===== src/inc/memsel_pkg.sv =====
// package: register offsets, routing bit positions and reset values
package memsel_pkg;
  localparam logic [7:0] OFS_A_PIN = 8'h00;
  localparam logic [7:0] OFS_B_PIN = 8'h01;
  localparam logic [7:0] OFS_A_MODE = 8'h02;
  localparam logic [7:0] OFS_B_MODE = 8'h03;
  localparam logic [7:0] OFS_A_OUT = 8'h04;
  localparam logic [7:0] OFS_B_OUT = 8'h05;
  localparam logic [7:0] OFS_A_DIR = 8'h06;
  localparam logic [7:0] OFS_B_DIR = 8'h07;
  localparam logic [7:0] OFS_A_DRV = 8'h08;
  localparam logic [7:0] OFS_B_DRV = 8'h09;
  localparam logic [7:0] OFS_A_IMC = 8'h0a;
  localparam logic [7:0] OFS_B_IMC = 8'h0b;
  localparam logic [7:0] OFS_A_OEN = 8'h0c;
  localparam logic [7:0] OFS_B_OEN = 8'h0d;
  localparam logic [7:0] OFS_C_PIN = 8'h10;
  localparam logic [7:0] OFS_D_PIN = 8'h11;
  localparam logic [7:0] OFS_C_OUT = 8'h12;
  localparam logic [7:0] OFS_D_OUT = 8'h13;
  localparam logic [7:0] OFS_C_DIR = 8'h14;
  localparam logic [7:0] OFS_D_DIR = 8'h15;
  localparam logic [7:0] OFS_C_DRV = 8'h16;
  localparam logic [7:0] OFS_D_DRV = 8'h17;
  localparam logic [7:0] OFS_C_IMC = 8'h18;
  localparam logic [7:0] OFS_C_OEN = 8'h1a;
  localparam logic [7:0] OFS_D_OEN = 8'h1b;
  localparam logic [7:0] OFS_CELL1 = 8'h20;
  localparam logic [7:0] OFS_CELL2 = 8'h21;
  localparam logic [7:0] OFS_CELL1_MASK = 8'h22;
  localparam logic [7:0] OFS_CELL2_MASK = 8'h23;
  localparam logic [7:0] OFS_PWR0 = 8'hb0;
  localparam logic [7:0] OFS_PWR2 = 8'hb4;
  localparam logic [7:0] OFS_MAIN_PROT = 8'hc0;
  localparam logic [7:0] OFS_SEC_PROT = 8'hc2;
  localparam logic [7:0] OFS_PWR3 = 8'hc7;
  localparam logic [7:0] OFS_PAGE = 8'he0;
  localparam logic [7:0] OFS_ROUTING = 8'he2;
  // routing register bit positions
  localparam int RT_SRAM_FETCH = 0;
  localparam int RT_SEC_FETCH = 1;
  localparam int RT_MAIN_FETCH = 2;
  localparam int RT_SEC_DATA = 3;
  localparam int RT_MAIN_DATA = 4;
  localparam int RT_PORT_A_PERIPHERAL_IO_ENABLE = 7;
  localparam logic [7:0] RT_WRITABLE = 8'h9f;
  localparam logic [7:0] RT_NV_FIELD = 8'h1f;
  localparam int PWR3_STICKY_BIT = 1;
  localparam logic [7:0] REG_RESET = 8'h00;
  // memory target of one bus cycle
  typedef enum logic [4:0] {
    TGT_NONE = 5'b00001,
    TGT_MAIN = 5'b00010,
    TGT_SEC = 5'b00100,
    TGT_LOW = 5'b01000,
    TGT_CTRL = 5'b10000
  } target_e;
endpackage


===== src/hw/memsel.sv =====
// memory select priority, space routing and runtime control registers
// Function
// - secondary flash beats main flash on overlap
// - sram, control block, peripheral beat flash
// - only highest priority memory answers access
// - bit 4 gates data strobes to main
// - bit 3 gates data strobes to secondary
// - bit 2 gates fetch strobe to main
// - bit 1 gates fetch strobe to secondary
// - bit 0 adds fetch to sram; data always
// - reset loads routing bits 0-4 from config
// - runtime routing write overrides until reset
// - bit 7 enables port a peripheral mode
// - control block data strobes only, never fetch
// - pin level registers read pins, ignore writes
// - port a/b mode bits readable, select address-out
// - output register drives only non-cell output pins
// - direction bit one means output, readable
// - mask bit one blocks output cell access
// - power three bit one cleared only by reset
// - routing rewritable at runtime for reprogramming
module memsel
  import memsel_pkg::*;
#(
  parameter logic [7:0] NV_ROUTING = 8'h0c,
  parameter logic [7:0] NV_MAIN_PROT = 8'h00,
  parameter logic [7:0] NV_SEC_PROT = 8'h00
) (
  input wire logic mclk,
  input wire logic rst_b,
  // decoded range matches from the select equations, same clock
  input wire logic [7:0] main_flash_sector_select,
  input wire logic [3:0] secondary_flash_sector_select,
  input wire logic sram_range_select,
  input wire logic ctrl_block_select,
  input wire logic peripheral_range_select,
  // core strobes, active high here, same clock
  input wire logic rd_strobe,
  input wire logic wr_strobe,
  input wire logic program_fetch_strobe,
  input wire logic [7:0] reg_offset,
  input wire logic [7:0] wr_data,
  // register read data
  output logic [7:0] rd_data,
  // memory enables of the current cycle
  output logic [7:0] main_flash_enable,
  output logic [3:0] secondary_flash_enable,
  output logic sram_enable,
  output logic ctrl_block_enable,
  output logic peripheral_enable,
  output logic port_a_peripheral_io_enable,
  output logic [7:0] memory_page,
  // port pins, asynchronous
  input wire logic [7:0] pin_a,
  input wire logic [7:0] pin_b,
  input wire logic [7:0] pin_c,
  input wire logic [7:0] pin_d,
  output logic [7:0] pin_a_out,
  output logic [7:0] pin_b_out,
  output logic [7:0] pin_c_out,
  output logic [7:0] pin_d_out,
  output logic [7:0] pin_a_oe,
  output logic [7:0] pin_b_oe,
  output logic [7:0] pin_c_oe,
  output logic [7:0] pin_d_oe,
  output logic [7:0] port_a_addr_out_mode,
  output logic [7:0] port_b_addr_out_mode,
  output logic [7:0] port_a_drive_type,
  output logic [7:0] port_b_drive_type,
  output logic [7:0] port_c_drive_type,
  output logic [7:0] port_d_drive_type,
  // pins owned by output logic cells, same clock
  input wire logic [7:0] cell_owns_a,
  input wire logic [7:0] cell_owns_b,
  input wire logic [7:0] cell_owns_c,
  input wire logic [7:0] cell_owns_d,
  input wire logic [7:0] input_logic_cell_a,
  input wire logic [7:0] input_logic_cell_b,
  input wire logic [7:0] input_logic_cell_c,
  input wire logic [7:0] output_logic_cell_one,
  input wire logic [7:0] output_logic_cell_two,
  output logic [7:0] cell_one_load,
  output logic [7:0] cell_two_load,
  output logic [7:0] cell_load_data,
  output logic [7:0] power_control_zero,
  output logic [7:0] power_control_two,
  output logic [7:0] power_control_three,
  // hardware set of the sticky power bit, same clock
  input wire logic pwr3_bit1_set
);

  // ==========================================================
  // state
  typedef struct packed {
    logic [7:0] routing;
    logic nv_pending;
    logic [7:0] mode_a;
    logic [7:0] mode_b;
    logic [7:0] out_a;
    logic [7:0] out_b;
    logic [7:0] out_c;
    logic [7:0] out_d;
    logic [7:0] dir_a;
    logic [7:0] dir_b;
    logic [7:0] dir_c;
    logic [7:0] dir_d;
    logic [7:0] drv_a;
    logic [7:0] drv_b;
    logic [7:0] drv_c;
    logic [7:0] drv_d;
    logic [7:0] mask1;
    logic [7:0] mask2;
    logic [7:0] pwr0;
    logic [7:0] pwr2;
    logic [7:0] pwr3;
    logic [7:0] page;
    logic [7:0] rdata;
    logic [7:0] ld1;
    logic [7:0] ld2;
    logic [7:0] ldat;
    logic [31:0] pin_s1;
    logic [31:0] pin_s2;
  } state_s;

  state_s st_r, st_nxt;
  target_e tgt;
  logic data_cyc, fetch_cyc, wr_hit, rd_hit;
  logic [7:0] rd_mux;

  // ==========================================================
  // priority and routing
  always_comb begin
    data_cyc = rd_strobe | wr_strobe;
    fetch_cyc = program_fetch_strobe;
    main_flash_enable = '0;
    secondary_flash_enable = '0;
    sram_enable = 1'b0;
    ctrl_block_enable = 1'b0;
    peripheral_enable = 1'b0;
    // top level first: the lower levels are simply hidden
    if (sram_range_select | ctrl_block_select | peripheral_range_select)
      tgt = TGT_LOW;
    else if (|secondary_flash_sector_select)
      tgt = TGT_SEC;
    else if (|main_flash_sector_select)
      tgt = TGT_MAIN;
    else
      tgt = TGT_NONE;
    unique case (tgt)
      TGT_LOW: begin
        // sram always in data space, fetch only by bit 0
        sram_enable = sram_range_select &
          (data_cyc | (fetch_cyc & st_r.routing[RT_SRAM_FETCH]));
        ctrl_block_enable = ctrl_block_select & data_cyc;
        peripheral_enable = peripheral_range_select &
          st_r.routing[RT_PORT_A_PERIPHERAL_IO_ENABLE] & (data_cyc | fetch_cyc);
      end
      TGT_SEC: begin
        if ((data_cyc & st_r.routing[RT_SEC_DATA]) |
            (fetch_cyc & st_r.routing[RT_SEC_FETCH]))
          secondary_flash_enable = secondary_flash_sector_select;
      end
      TGT_MAIN: begin
        if ((data_cyc & st_r.routing[RT_MAIN_DATA]) |
            (fetch_cyc & st_r.routing[RT_MAIN_FETCH]))
          main_flash_enable = main_flash_sector_select;
      end
      TGT_NONE: begin
      end
    endcase
  end

  assign wr_hit = ctrl_block_enable & wr_strobe;
  assign rd_hit = ctrl_block_enable & rd_strobe;

  // ==========================================================
  // register read mux; unused locations read zero
  always_comb begin
    unique case (reg_offset)
      OFS_A_PIN: rd_mux = st_r.pin_s2[7:0];
      OFS_B_PIN: rd_mux = st_r.pin_s2[15:8];
      OFS_C_PIN: rd_mux = st_r.pin_s2[23:16];
      OFS_D_PIN: rd_mux = st_r.pin_s2[31:24];
      OFS_A_MODE: rd_mux = st_r.mode_a;
      OFS_B_MODE: rd_mux = st_r.mode_b;
      OFS_A_OUT: rd_mux = st_r.out_a;
      OFS_B_OUT: rd_mux = st_r.out_b;
      OFS_C_OUT: rd_mux = st_r.out_c;
      OFS_D_OUT: rd_mux = st_r.out_d;
      OFS_A_DIR: rd_mux = st_r.dir_a;
      OFS_B_DIR: rd_mux = st_r.dir_b;
      OFS_C_DIR: rd_mux = st_r.dir_c;
      OFS_D_DIR: rd_mux = st_r.dir_d;
      OFS_A_DRV: rd_mux = st_r.drv_a;
      OFS_B_DRV: rd_mux = st_r.drv_b;
      OFS_C_DRV: rd_mux = st_r.drv_c;
      OFS_D_DRV: rd_mux = st_r.drv_d;
      OFS_A_IMC: rd_mux = input_logic_cell_a;
      OFS_B_IMC: rd_mux = input_logic_cell_b;
      OFS_C_IMC: rd_mux = input_logic_cell_c;
      OFS_A_OEN: rd_mux = pin_a_oe;
      OFS_B_OEN: rd_mux = pin_b_oe;
      OFS_C_OEN: rd_mux = pin_c_oe;
      OFS_D_OEN: rd_mux = pin_d_oe;
      // masked cells read as zero
      OFS_CELL1: rd_mux = output_logic_cell_one & ~st_r.mask1;
      OFS_CELL2: rd_mux = output_logic_cell_two & ~st_r.mask2;
      OFS_CELL1_MASK: rd_mux = st_r.mask1;
      OFS_CELL2_MASK: rd_mux = st_r.mask2;
      OFS_PWR0: rd_mux = st_r.pwr0;
      OFS_PWR2: rd_mux = st_r.pwr2;
      OFS_PWR3: rd_mux = st_r.pwr3;
      OFS_MAIN_PROT: rd_mux = NV_MAIN_PROT;
      OFS_SEC_PROT: rd_mux = NV_SEC_PROT;
      OFS_PAGE: rd_mux = st_r.page;
      OFS_ROUTING: rd_mux = st_r.routing;
      default: rd_mux = 8'h00;
    endcase
  end

  // ==========================================================
  // next state
  always_comb begin
    st_nxt = st_r;
    st_nxt.pin_s1 = {pin_d, pin_c, pin_b, pin_a};
    st_nxt.pin_s2 = st_r.pin_s1;
    st_nxt.ld1 = 8'h00;
    st_nxt.ld2 = 8'h00;
    st_nxt.rdata = rd_hit ? rd_mux : st_r.rdata;
    // first clock after reset picks up the configured routing
    if (st_r.nv_pending) begin
      st_nxt.routing = {1'b0, 2'b00, NV_ROUTING[4:0]};
      st_nxt.nv_pending = 1'b0;
    end
    if (wr_hit) begin
      unique case (reg_offset)
        OFS_A_MODE: st_nxt.mode_a = wr_data;
        OFS_B_MODE: st_nxt.mode_b = wr_data;
        OFS_A_OUT: st_nxt.out_a = wr_data;
        OFS_B_OUT: st_nxt.out_b = wr_data;
        OFS_C_OUT: st_nxt.out_c = wr_data;
        OFS_D_OUT: st_nxt.out_d = wr_data;
        OFS_A_DIR: st_nxt.dir_a = wr_data;
        OFS_B_DIR: st_nxt.dir_b = wr_data;
        OFS_C_DIR: st_nxt.dir_c = wr_data;
        OFS_D_DIR: st_nxt.dir_d = wr_data;
        OFS_A_DRV: st_nxt.drv_a = wr_data;
        OFS_B_DRV: st_nxt.drv_b = wr_data;
        OFS_C_DRV: st_nxt.drv_c = wr_data;
        OFS_D_DRV: st_nxt.drv_d = wr_data;
        OFS_CELL1: st_nxt.ld1 = ~st_r.mask1;
        OFS_CELL2: st_nxt.ld2 = ~st_r.mask2;
        OFS_CELL1_MASK: st_nxt.mask1 = wr_data;
        OFS_CELL2_MASK: st_nxt.mask2 = wr_data;
        OFS_PWR0: st_nxt.pwr0 = wr_data;
        OFS_PWR2: st_nxt.pwr2 = wr_data;
        // software can set the sticky bit but never clear it
        OFS_PWR3: st_nxt.pwr3 = wr_data |
          (st_r.pwr3 & (8'h01 << PWR3_STICKY_BIT));
        OFS_PAGE: st_nxt.page = wr_data;
        // live override of the reset routing
        OFS_ROUTING: begin
          st_nxt.routing = wr_data & RT_WRITABLE;
          st_nxt.nv_pending = 1'b0;
        end
        default: begin
        end
      endcase
      st_nxt.ldat = wr_data;
    end
    if (pwr3_bit1_set)
      st_nxt.pwr3[PWR3_STICKY_BIT] = 1'b1;
  end

  always_ff @(posedge mclk or negedge rst_b) begin
    if (!rst_b) begin
      st_r <= '0; // bit 7 clears with it
      st_r.nv_pending <= 1'b1;
      st_r.routing <= {3'b000, NV_ROUTING[4:0]};
    end else begin
      st_r <= st_nxt;
    end
  end

  // ==========================================================
  // outputs
  assign rd_data = st_r.rdata;
  assign port_a_peripheral_io_enable = st_r.routing[RT_PORT_A_PERIPHERAL_IO_ENABLE];
  assign memory_page = st_r.page;
  assign port_a_addr_out_mode = st_r.mode_a;
  assign port_b_addr_out_mode = st_r.mode_b;
  assign port_a_drive_type = st_r.drv_a;
  assign port_b_drive_type = st_r.drv_b;
  assign port_c_drive_type = st_r.drv_c;
  assign port_d_drive_type = st_r.drv_d;
  // ==========================================================
  // pin drive per port
  port_drive #(
    .W(8)
  ) u_drive_a (
    .out_lvl(st_r.out_a),
    .dir(st_r.dir_a),
    .addr_mode(st_r.mode_a),
    .cell_owns(cell_owns_a),
    .pin_out(pin_a_out),
    .pin_oe(pin_a_oe)
  );
  port_drive #(
    .W(8)
  ) u_drive_b (
    .out_lvl(st_r.out_b),
    .dir(st_r.dir_b),
    .addr_mode(st_r.mode_b),
    .cell_owns(cell_owns_b),
    .pin_out(pin_b_out),
    .pin_oe(pin_b_oe)
  );
  port_drive #(
    .W(8)
  ) u_drive_c (
    .out_lvl(st_r.out_c),
    .dir(st_r.dir_c),
    .addr_mode(8'h00),
    .cell_owns(cell_owns_c),
    .pin_out(pin_c_out),
    .pin_oe(pin_c_oe)
  );
  port_drive #(
    .W(8)
  ) u_drive_d (
    .out_lvl(st_r.out_d),
    .dir(st_r.dir_d),
    .addr_mode(8'h00),
    .cell_owns(cell_owns_d),
    .pin_out(pin_d_out),
    .pin_oe(pin_d_oe)
  );
  assign cell_one_load = st_r.ld1;
  assign cell_two_load = st_r.ld2;
  assign cell_load_data = st_r.ldat;
  assign power_control_zero = st_r.pwr0;
  assign power_control_two = st_r.pwr2;
  assign power_control_three = st_r.pwr3;

endmodule

// ==========================================================
// pin drive of one port: out level and direction, minus cell-owned pins
module port_drive
  import memsel_pkg::*;
#(
  parameter int W = 8
) (
  input wire logic [W-1:0] out_lvl,
  input wire logic [W-1:0] dir,
  input wire logic [W-1:0] addr_mode,
  input wire logic [W-1:0] cell_owns,
  output logic [W-1:0] pin_out,
  output logic [W-1:0] pin_oe
);
  // cell-owned pins are driven elsewhere; out register stays off them
  assign pin_out = out_lvl & ~cell_owns;
  // address-out mode hands the pin to the bus, so no port drive there
  assign pin_oe = dir & ~cell_owns & ~addr_mode;
endmodule


===== config.mk =====
export PLATFORM = sky130hd
export DESIGN_NAME = memsel
export DESIGN_NICKNAME = d
export VERILOG_FILES = /design/src/inc/memsel_pkg.sv /design/src/hw/memsel.sv
export SDC_FILE = /design/constraint.sdc
export NUM_CORES = 1
export LEC_CHECK = 0
export ABC_AREA = 1
export BUFFER_PORTS_ARGS = -buffer_cell sky130_fd_sc_hd__buf_2
export CAP_MARGIN = 20
export CORE_MARGIN = 2
export CORE_UTILIZATION = 35
export CTS_BUF_LIST = sky130_fd_sc_hd__clkbuf_8 sky130_fd_sc_hd__clkbuf_16
export DETAILED_ROUTE_END_ITERATION = 16
export GPL_TIMING_DRIVEN = 0
export PLACE_DENSITY = 0.58
export SLEW_MARGIN = 15
export SYNTH_ARGS = -nofsm -noshare
export SYNTH_HDL_FRONTEND = slang
export SYNTH_SLANG_ARGS = --single-unit

===== constraint.sdc =====
create_clock -name mclk -period 2.6 [get_ports mclk]
set_input_delay 0.13 -clock mclk [delete_from_list [all_inputs] [get_ports mclk]]
set_output_delay 0.13 -clock mclk [all_outputs]
set_load 0.02 [all_outputs]

Yosys cells after proc, flatten, opt, wreduce, memory -nomap -nowiden
Cells that the tools add are included.
Operators by class
  add/sub/neg operators: 0
  $mul: 0
  divide/modulo/power cells: 0
  magnitude comparators: 0
  equality and inequality tests: 36
  shift-type cells: 0
  multiplexer cells: 38
  bitwise logic cells: 39
  reduce and logical (&&, ||, !) cells: 26
Operators by type and width (number)
  $pmux W8 S34: 1
  $mux W8: 24
  $mux W169: 1
  $and A8 B8 Y8: 12
  $eq A8 B5 Y1 const B: 11
  $not A8 Y8: 8
  $eq A8 B4 Y1 const B: 6
  $reduce_and A2 Y1: 21
  $eq A8 B8 Y1 const B: 5
  $eq A8 B3 Y1 const B: 4
  $eq A8 B6 Y1 const B: 4
  $mux W24: 1
  $mux W9: 2
  $eq A8 B2 Y1 const B: 2
  $and A1 B1 Y1: 11
  $mux W5: 2
  $eq A8 B1 Y1 const B: 1
  $logic_not A8 Y1: 1
  $mux W4: 2
  $or A8 B2 Y8: 1
  $reduce_or A8 Y1: 1
  $or A1 B1 Y1: 7
  $eq A5 B2 Y1 const B: 1
  $eq A5 B3 Y1 const B: 1
  other kinds (5): 9
Storage, ports and cells
  register bits after elaboration: 265
  bits in latches: 0
  bits in writable memories: 0
  ROM bits: 0
  input port bits: 141
  output and inout bits: 192
  logic and storage cells: 168
  memories kept: 0

Logic depth before layout (Yosys ltp)
  depth after elaboration: 9
  mapped depth: 12
  mapped depth without buffers: 12

Hierarchy
From an unflattened synthesis, not the netlist that was laid out.
Second synthesis, totals
  cells, all modules: 1683
  area, all modules: 13158.9 um^2
By module, submodules not included
  memsel: times used 1, cells each 1523, area each 12478.2 um^2, sequential area each 6635.1 um^2
  port_drive: times used 4, cells each 40, area each 170.2 um^2, sequential area each 0.0 um^2

Worst setup path after synthesis
OpenSTA, ideal clock, no wires.
  path type: input to output
  start point: in ctrl_block_select
  end point: out main_flash_enable[4]
  arrival: 1.395 ns
  required time: 2.470 ns
  setup slack: 1.075 ns
  stages: 3
  buffers on the path: 0
  cells stage by stage: nor3_1 -> o211ai_1 -> nor3b_1
Between the ends
  word-level cells in the longest chain between the ends: 5
RTL lines
  start, declared: line memsel.sv:35  | input wire logic ctrl_block_select,
  $or A1 B1 Y1 (2 in a row): line memsel.sv:141  | if (sram_range_select | ctrl_block_select | peripheral_range_select)
  $mux W5: line memsel.sv:141
  $eq A5 B2 Y1: line memsel.sv:149  | unique case (tgt)
  $mux W8: line memsel.sv:149
  end, declared: line memsel.sv:46  | output logic [7:0] main_flash_enable,
Every way passes these cells.

Worst setup path in the final report
  start point: reg st_r (netlist bit port_b_addr_out_mode[6])
  end point: out pin_b_oe[6]
Between the ends
  word-level cells in the longest chain between the ends: 2
RTL lines
  start, declared: line memsel.sv:125  | state_s st_r, st_nxt;
  start signal, assigned: line memsel.sv:281  | st_r <= st_nxt;
  $not A8 Y8: line memsel.sv:364  | assign pin_oe = dir & ~cell_owns & ~addr_mode;
  $and A8 B8 Y8: line memsel.sv:364
  end, declared: line memsel.sv:63  | output logic [7:0] pin_b_oe,
Every way passes these cells.

==> flow_metrics.tcl <==
set metrics [dict create \
    placement_rows 70 \
    place.detailed.hpwl_um 48300 \
    critical_path.cell_chain "nor3b_1 -> buf_2" \
    critical_path.startpoint_type "flip-flop" \
    synth_warnings 0 \
    core_area_sq_um 36700 \
    maxSlewHeadroom 0.231 \
    ioPinCount 333 \
    cts-buffers-inserted 29 \
    rr_worst_depth 10 \
    ctsLongestPathBuffers 3 \
    n_fill_cell 3739 \
    globalRouteTotalUtil 0.313 \
    synth.lib_cells_used.distinct 26 \
    setup-violations-final 0 \
    globalRoute.totalOverflow 0 \
    max_flop_register "st_r" \
    cts.hold.buffers_added 42 \
    io_buffers 332 \
    vdd.ir_drop.worst_uv 583 \
    outcome "complete, no violations" \
    fp.dieW_um 197 \
    worst_hold_startpoint "input_logic_cell_a[1]" \
    regToRegSetupSlack_ns 0.89 \
    register_bit_count_reported_by_yosys 265 \
    fp.dieH_um 197 \
    start_util 0.357 \
    finalNonFillerCells 2550 \
    synth_nets 1794 \
    cts_setup_buffers 0 \
    antenna_cells_inserted 0 \
    timing.rr.end "rd_data[4]" \
    switchingPower_w 0.00249 \
    power_frac_seq 0.466 \
    power.combinational.fraction 0.097 \
    nets 2201 \
    yosysSeqAreaShare 0.507 \
    shortest_clock_period_the_worst_path_allows_after_layout_ns 1.98 \
    synth_top_area_cell "sky130_fd_sc_hd__dfrtp_1" \
    holdWs_ns 0.0594 \
    clock_sinks 265 \
    synth.cell_area_sq_um 13100 \
    routed_wirelength_um 61300 \
    intPower_w 0.00692 \
    power.share.clock 0.437 \
    cpLargestDelayFamily "simple AND/OR/NAND/NOR gates" \
    avgSynthCellArea_sq_um 7.92 \
    holdPathStages 7 \
    routedWlPerCell_um 24.0 \
    cp.required_ns 2.47 \
    grt_start_max_net_pins 107 \
    postSynth.topFlopCell "sky130_fd_sc_hd__dfrtp_1" \
    crit_slowest_cell "sky130_fd_sc_hd__nor3b_1" \
    clkTransAtPathRegs_ns 0.06 \
    postSynthCellCount 1653 \
    critPathMaxFanout 4 \
    final.setup_skew_ns 0.0112 \
    p_sw_frac 0.264 \
    synthTopCellsByArea "sky130_fd_sc_hd__dfrtp_1 (50%), sky130_fd_sc_hd__nand2_1 (13%), sky130_fd_sc_hd__nand3_1 (7.8%), sky130_fd_sc_hd__buf_4 (6.6%), sky130_fd_sc_hd__o21ai_0 (6.0%)" \
    min_period_over_period 0.763 \
    critical_path.endpoint_type "output port" \
    yosys.cell_count.top_type "sky130_fd_sc_hd__nand2_1" \
    max_slew.worst_pin.slew_ns 1.15 \
    clock-root-buffer "sky130_fd_sc_hd__clkbuf_16" \
    setup_tns_after_final_layout_ns 0 \
    dp.cells 2455 \
    max_stage_delay_ns 0.55 \
    pins_over_slew_limit 0 \
    max_fclk_mhz 504 \
    cts-htree-levels 1 \
    cts_resized 0 \
    gp_congestion 1.04 \
    synth_async_sr_flop_share 1.00 \
    post-layout-total-power_w 0.00940 \
    cts_tree "yes" \
    timing.setup.critical_path_class "flip-flop to output port" \
    cp_data_arrival_time_ns 1.85 \
    worst_hold_path.endpoint "rd_data[1]" \
    timing.critical_path.buf_inv 1 \
    viasPerCell 5.21 \
    static-leakage-power_nw 9.07 \
    synth-edff-count 0 \
    number_of_failing_hold_endpoints_at_the_final_stage 0 \
    yosysTopAreaCellShare 0.501 \
    grt_setup_unrepaired "no" \
    final_layout_size_suffix_gt1_frac 0.279 \
    number_of_drc_markers_after_the_initial_detailed_route_iteration 1425 \
    count_of_maximum_capacitance_violations 0 \
    first_pass_iters 5 \
    via_count_of_the_first_global_routing_pass 12800 \
    clock_latency_ns 0.56 \
    setup_ws_ns 0.616 \
    power.density_cell_area_nw_per_um2 561 \
    floorplan.die_area_sq_um 39000 \
    min-delay-path-class "input pin to flip-flop" \
    wire_length_of_the_first_global_routing_pass_um 86900 \
    post_synth_most_frequent_cells "sky130_fd_sc_hd__nand2_1 (458), sky130_fd_sc_hd__dfrtp_1 (262), sky130_fd_sc_hd__nand3_1 (204), sky130_fd_sc_hd__nor2_1 (189), sky130_fd_sc_hd__o21ai_0 (158)" \
    place_ws_ns 0.288 \
    area.growth.synth_to_final_pct 28.1 \
    number_of_antenna_violations_at_the_first_check_in_global_routing 2 \
    largest_reg_flops 120 \
    detailroute.via_count 13300 \
    r2r-start "st_r[196]" \
    drt_drc_violations_left 0 \
    detail-route-antenna-nets 0 \
]
## layout make-up
cell class,instances,area (sq um),share of cell area
timing repair buffer,376,2150,0.128
sequential,265,6640,0.396
clock buffer,36,822,0.0490
tap,468,586,0.0349
buffer,179,1160,0.0693
inverter,104,390,0.0233
multi-input combinational,1105,4900,0.292
clock inverter,17,126,0.00754
## worst max-delay path by stage
stage                                 endpoint  slack (ns)  depth (start not counted)                    start
after CTS                 main_flash_enable[2]        0.65                          3                st_r[261]
final                              pin_b_oe[6]        0.62                          2  port_b_addr_out_mode[6]
after floorplan           main_flash_enable[4]        1.07                          3        ctrl_block_select
after global routing      main_flash_enable[2]        0.59                          3                st_r[261]
after detailed placement            rd_data[4]        0.29                         10            reg_offset[6]
after global placement              st_nxt[18]       -3.44                          1                    rst_b
## worst min-delay path, cell delays in order
cell                      delay [ns]
sky130_fd_sc_hd__buf_2          0.08
sky130_fd_sc_hd__nand2_1        0.04
sky130_fd_sc_hd__nand4_1        0.07
sky130_fd_sc_hd__nor2_1         0.07
sky130_fd_sc_hd__nand3_1        0.09
sky130_fd_sc_hd__nand2_1        0.05
sky130_fd_sc_hd__nand2_1        0.05
## stage by stage
| stage | utilization | area, sq um |
|---|---|---|
| final | 0.457 | 16800 |
| after global routing | 0.457 | 16800 |
| after CTS | 0.457 | 16800 |
| after detailed placement | 0.420 | 15400 |
| after global placement | 0.418 | 15300 |
| after floorplan | - | 13100 |
## logic make-up after synthesis
logic type             synth area share
DFF                               0.507
other                          0.000286
AOI/OAI and AO/OA                0.0704
and+or+nand+nor                   0.304
buffers and inverters             0.119
## layout by cell type (no fill, tap or decap), types with 2 or more instances in the layout
cell type | synthesis | final
sky130_fd_sc_hd__clkinv_2 | 0 | 7
sky130_fd_sc_hd__dlygate4sd3_1 | 0 | 42
sky130_fd_sc_hd__clkbuf_1 | 27 | 27
sky130_fd_sc_hd__nor2_4 | 14 | 14
sky130_fd_sc_hd__inv_6 | 0 | 4
sky130_fd_sc_hd__clkinvlp_4 | 0 | 2
sky130_fd_sc_hd__dfstp_2 | 3 | 3
sky130_fd_sc_hd__clkbuf_8 | 0 | 7
sky130_fd_sc_hd__nand4_1 | 17 | 17
sky130_fd_sc_hd__o21ai_1 | 18 | 18
sky130_fd_sc_hd__a22oi_1 | 2 | 2
sky130_fd_sc_hd__nand2_1 | 458 | 458
sky130_fd_sc_hd__nor2_1 | 189 | 189
sky130_fd_sc_hd__nor3b_1 | 11 | 11
sky130_fd_sc_hd__nor2_2 | 11 | 11
sky130_fd_sc_hd__inv_2 | 6 | 6
sky130_fd_sc_hd__nand3_1 | 204 | 204
sky130_fd_sc_hd__o21ai_0 | 158 | 158
sky130_fd_sc_hd__buf_16 | 0 | 2
sky130_fd_sc_hd__clkbuf_16 | 0 | 29
sky130_fd_sc_hd__buf_4 | 115 | 115
sky130_fd_sc_hd__buf_2 | 35 | 366
sky130_fd_sc_hd__nor3_1 | 8 | 8
sky130_fd_sc_hd__buf_6 | 2 | 2
sky130_fd_sc_hd__dfrtp_1 | 262 | 262
sky130_fd_sc_hd__nand2_2 | 9 | 9
sky130_fd_sc_hd__inv_1 | 98 | 101
## metal layers
layer | up-vias | wire length, um | track usage
li1 | 6018 | - | -
met1 | 6409 | 25500 | 0.429
met2 | 702 | 27700 | 0.493
met3 | 147 | 4940 | 0.0492
met4 | 0 | 3070 | 0.134
met5 | - | 0 | 0
## power groups by stage
stage	registers (W)	logic [W]	clock network, W
6_report	0.00438	0.000908	0.00411
4_1_cts	0.00438	0.000907	0.00416
3_5_place_dp	0.00445	0.000856	0
5_1_grt	0.00439	0.000977	0.00433
3_3_place_gp	0.00445	0.000838	0
2_1_floorplan	0.00439	0.000398	0
Note: power is estimated with default switching activity, not from simulation.
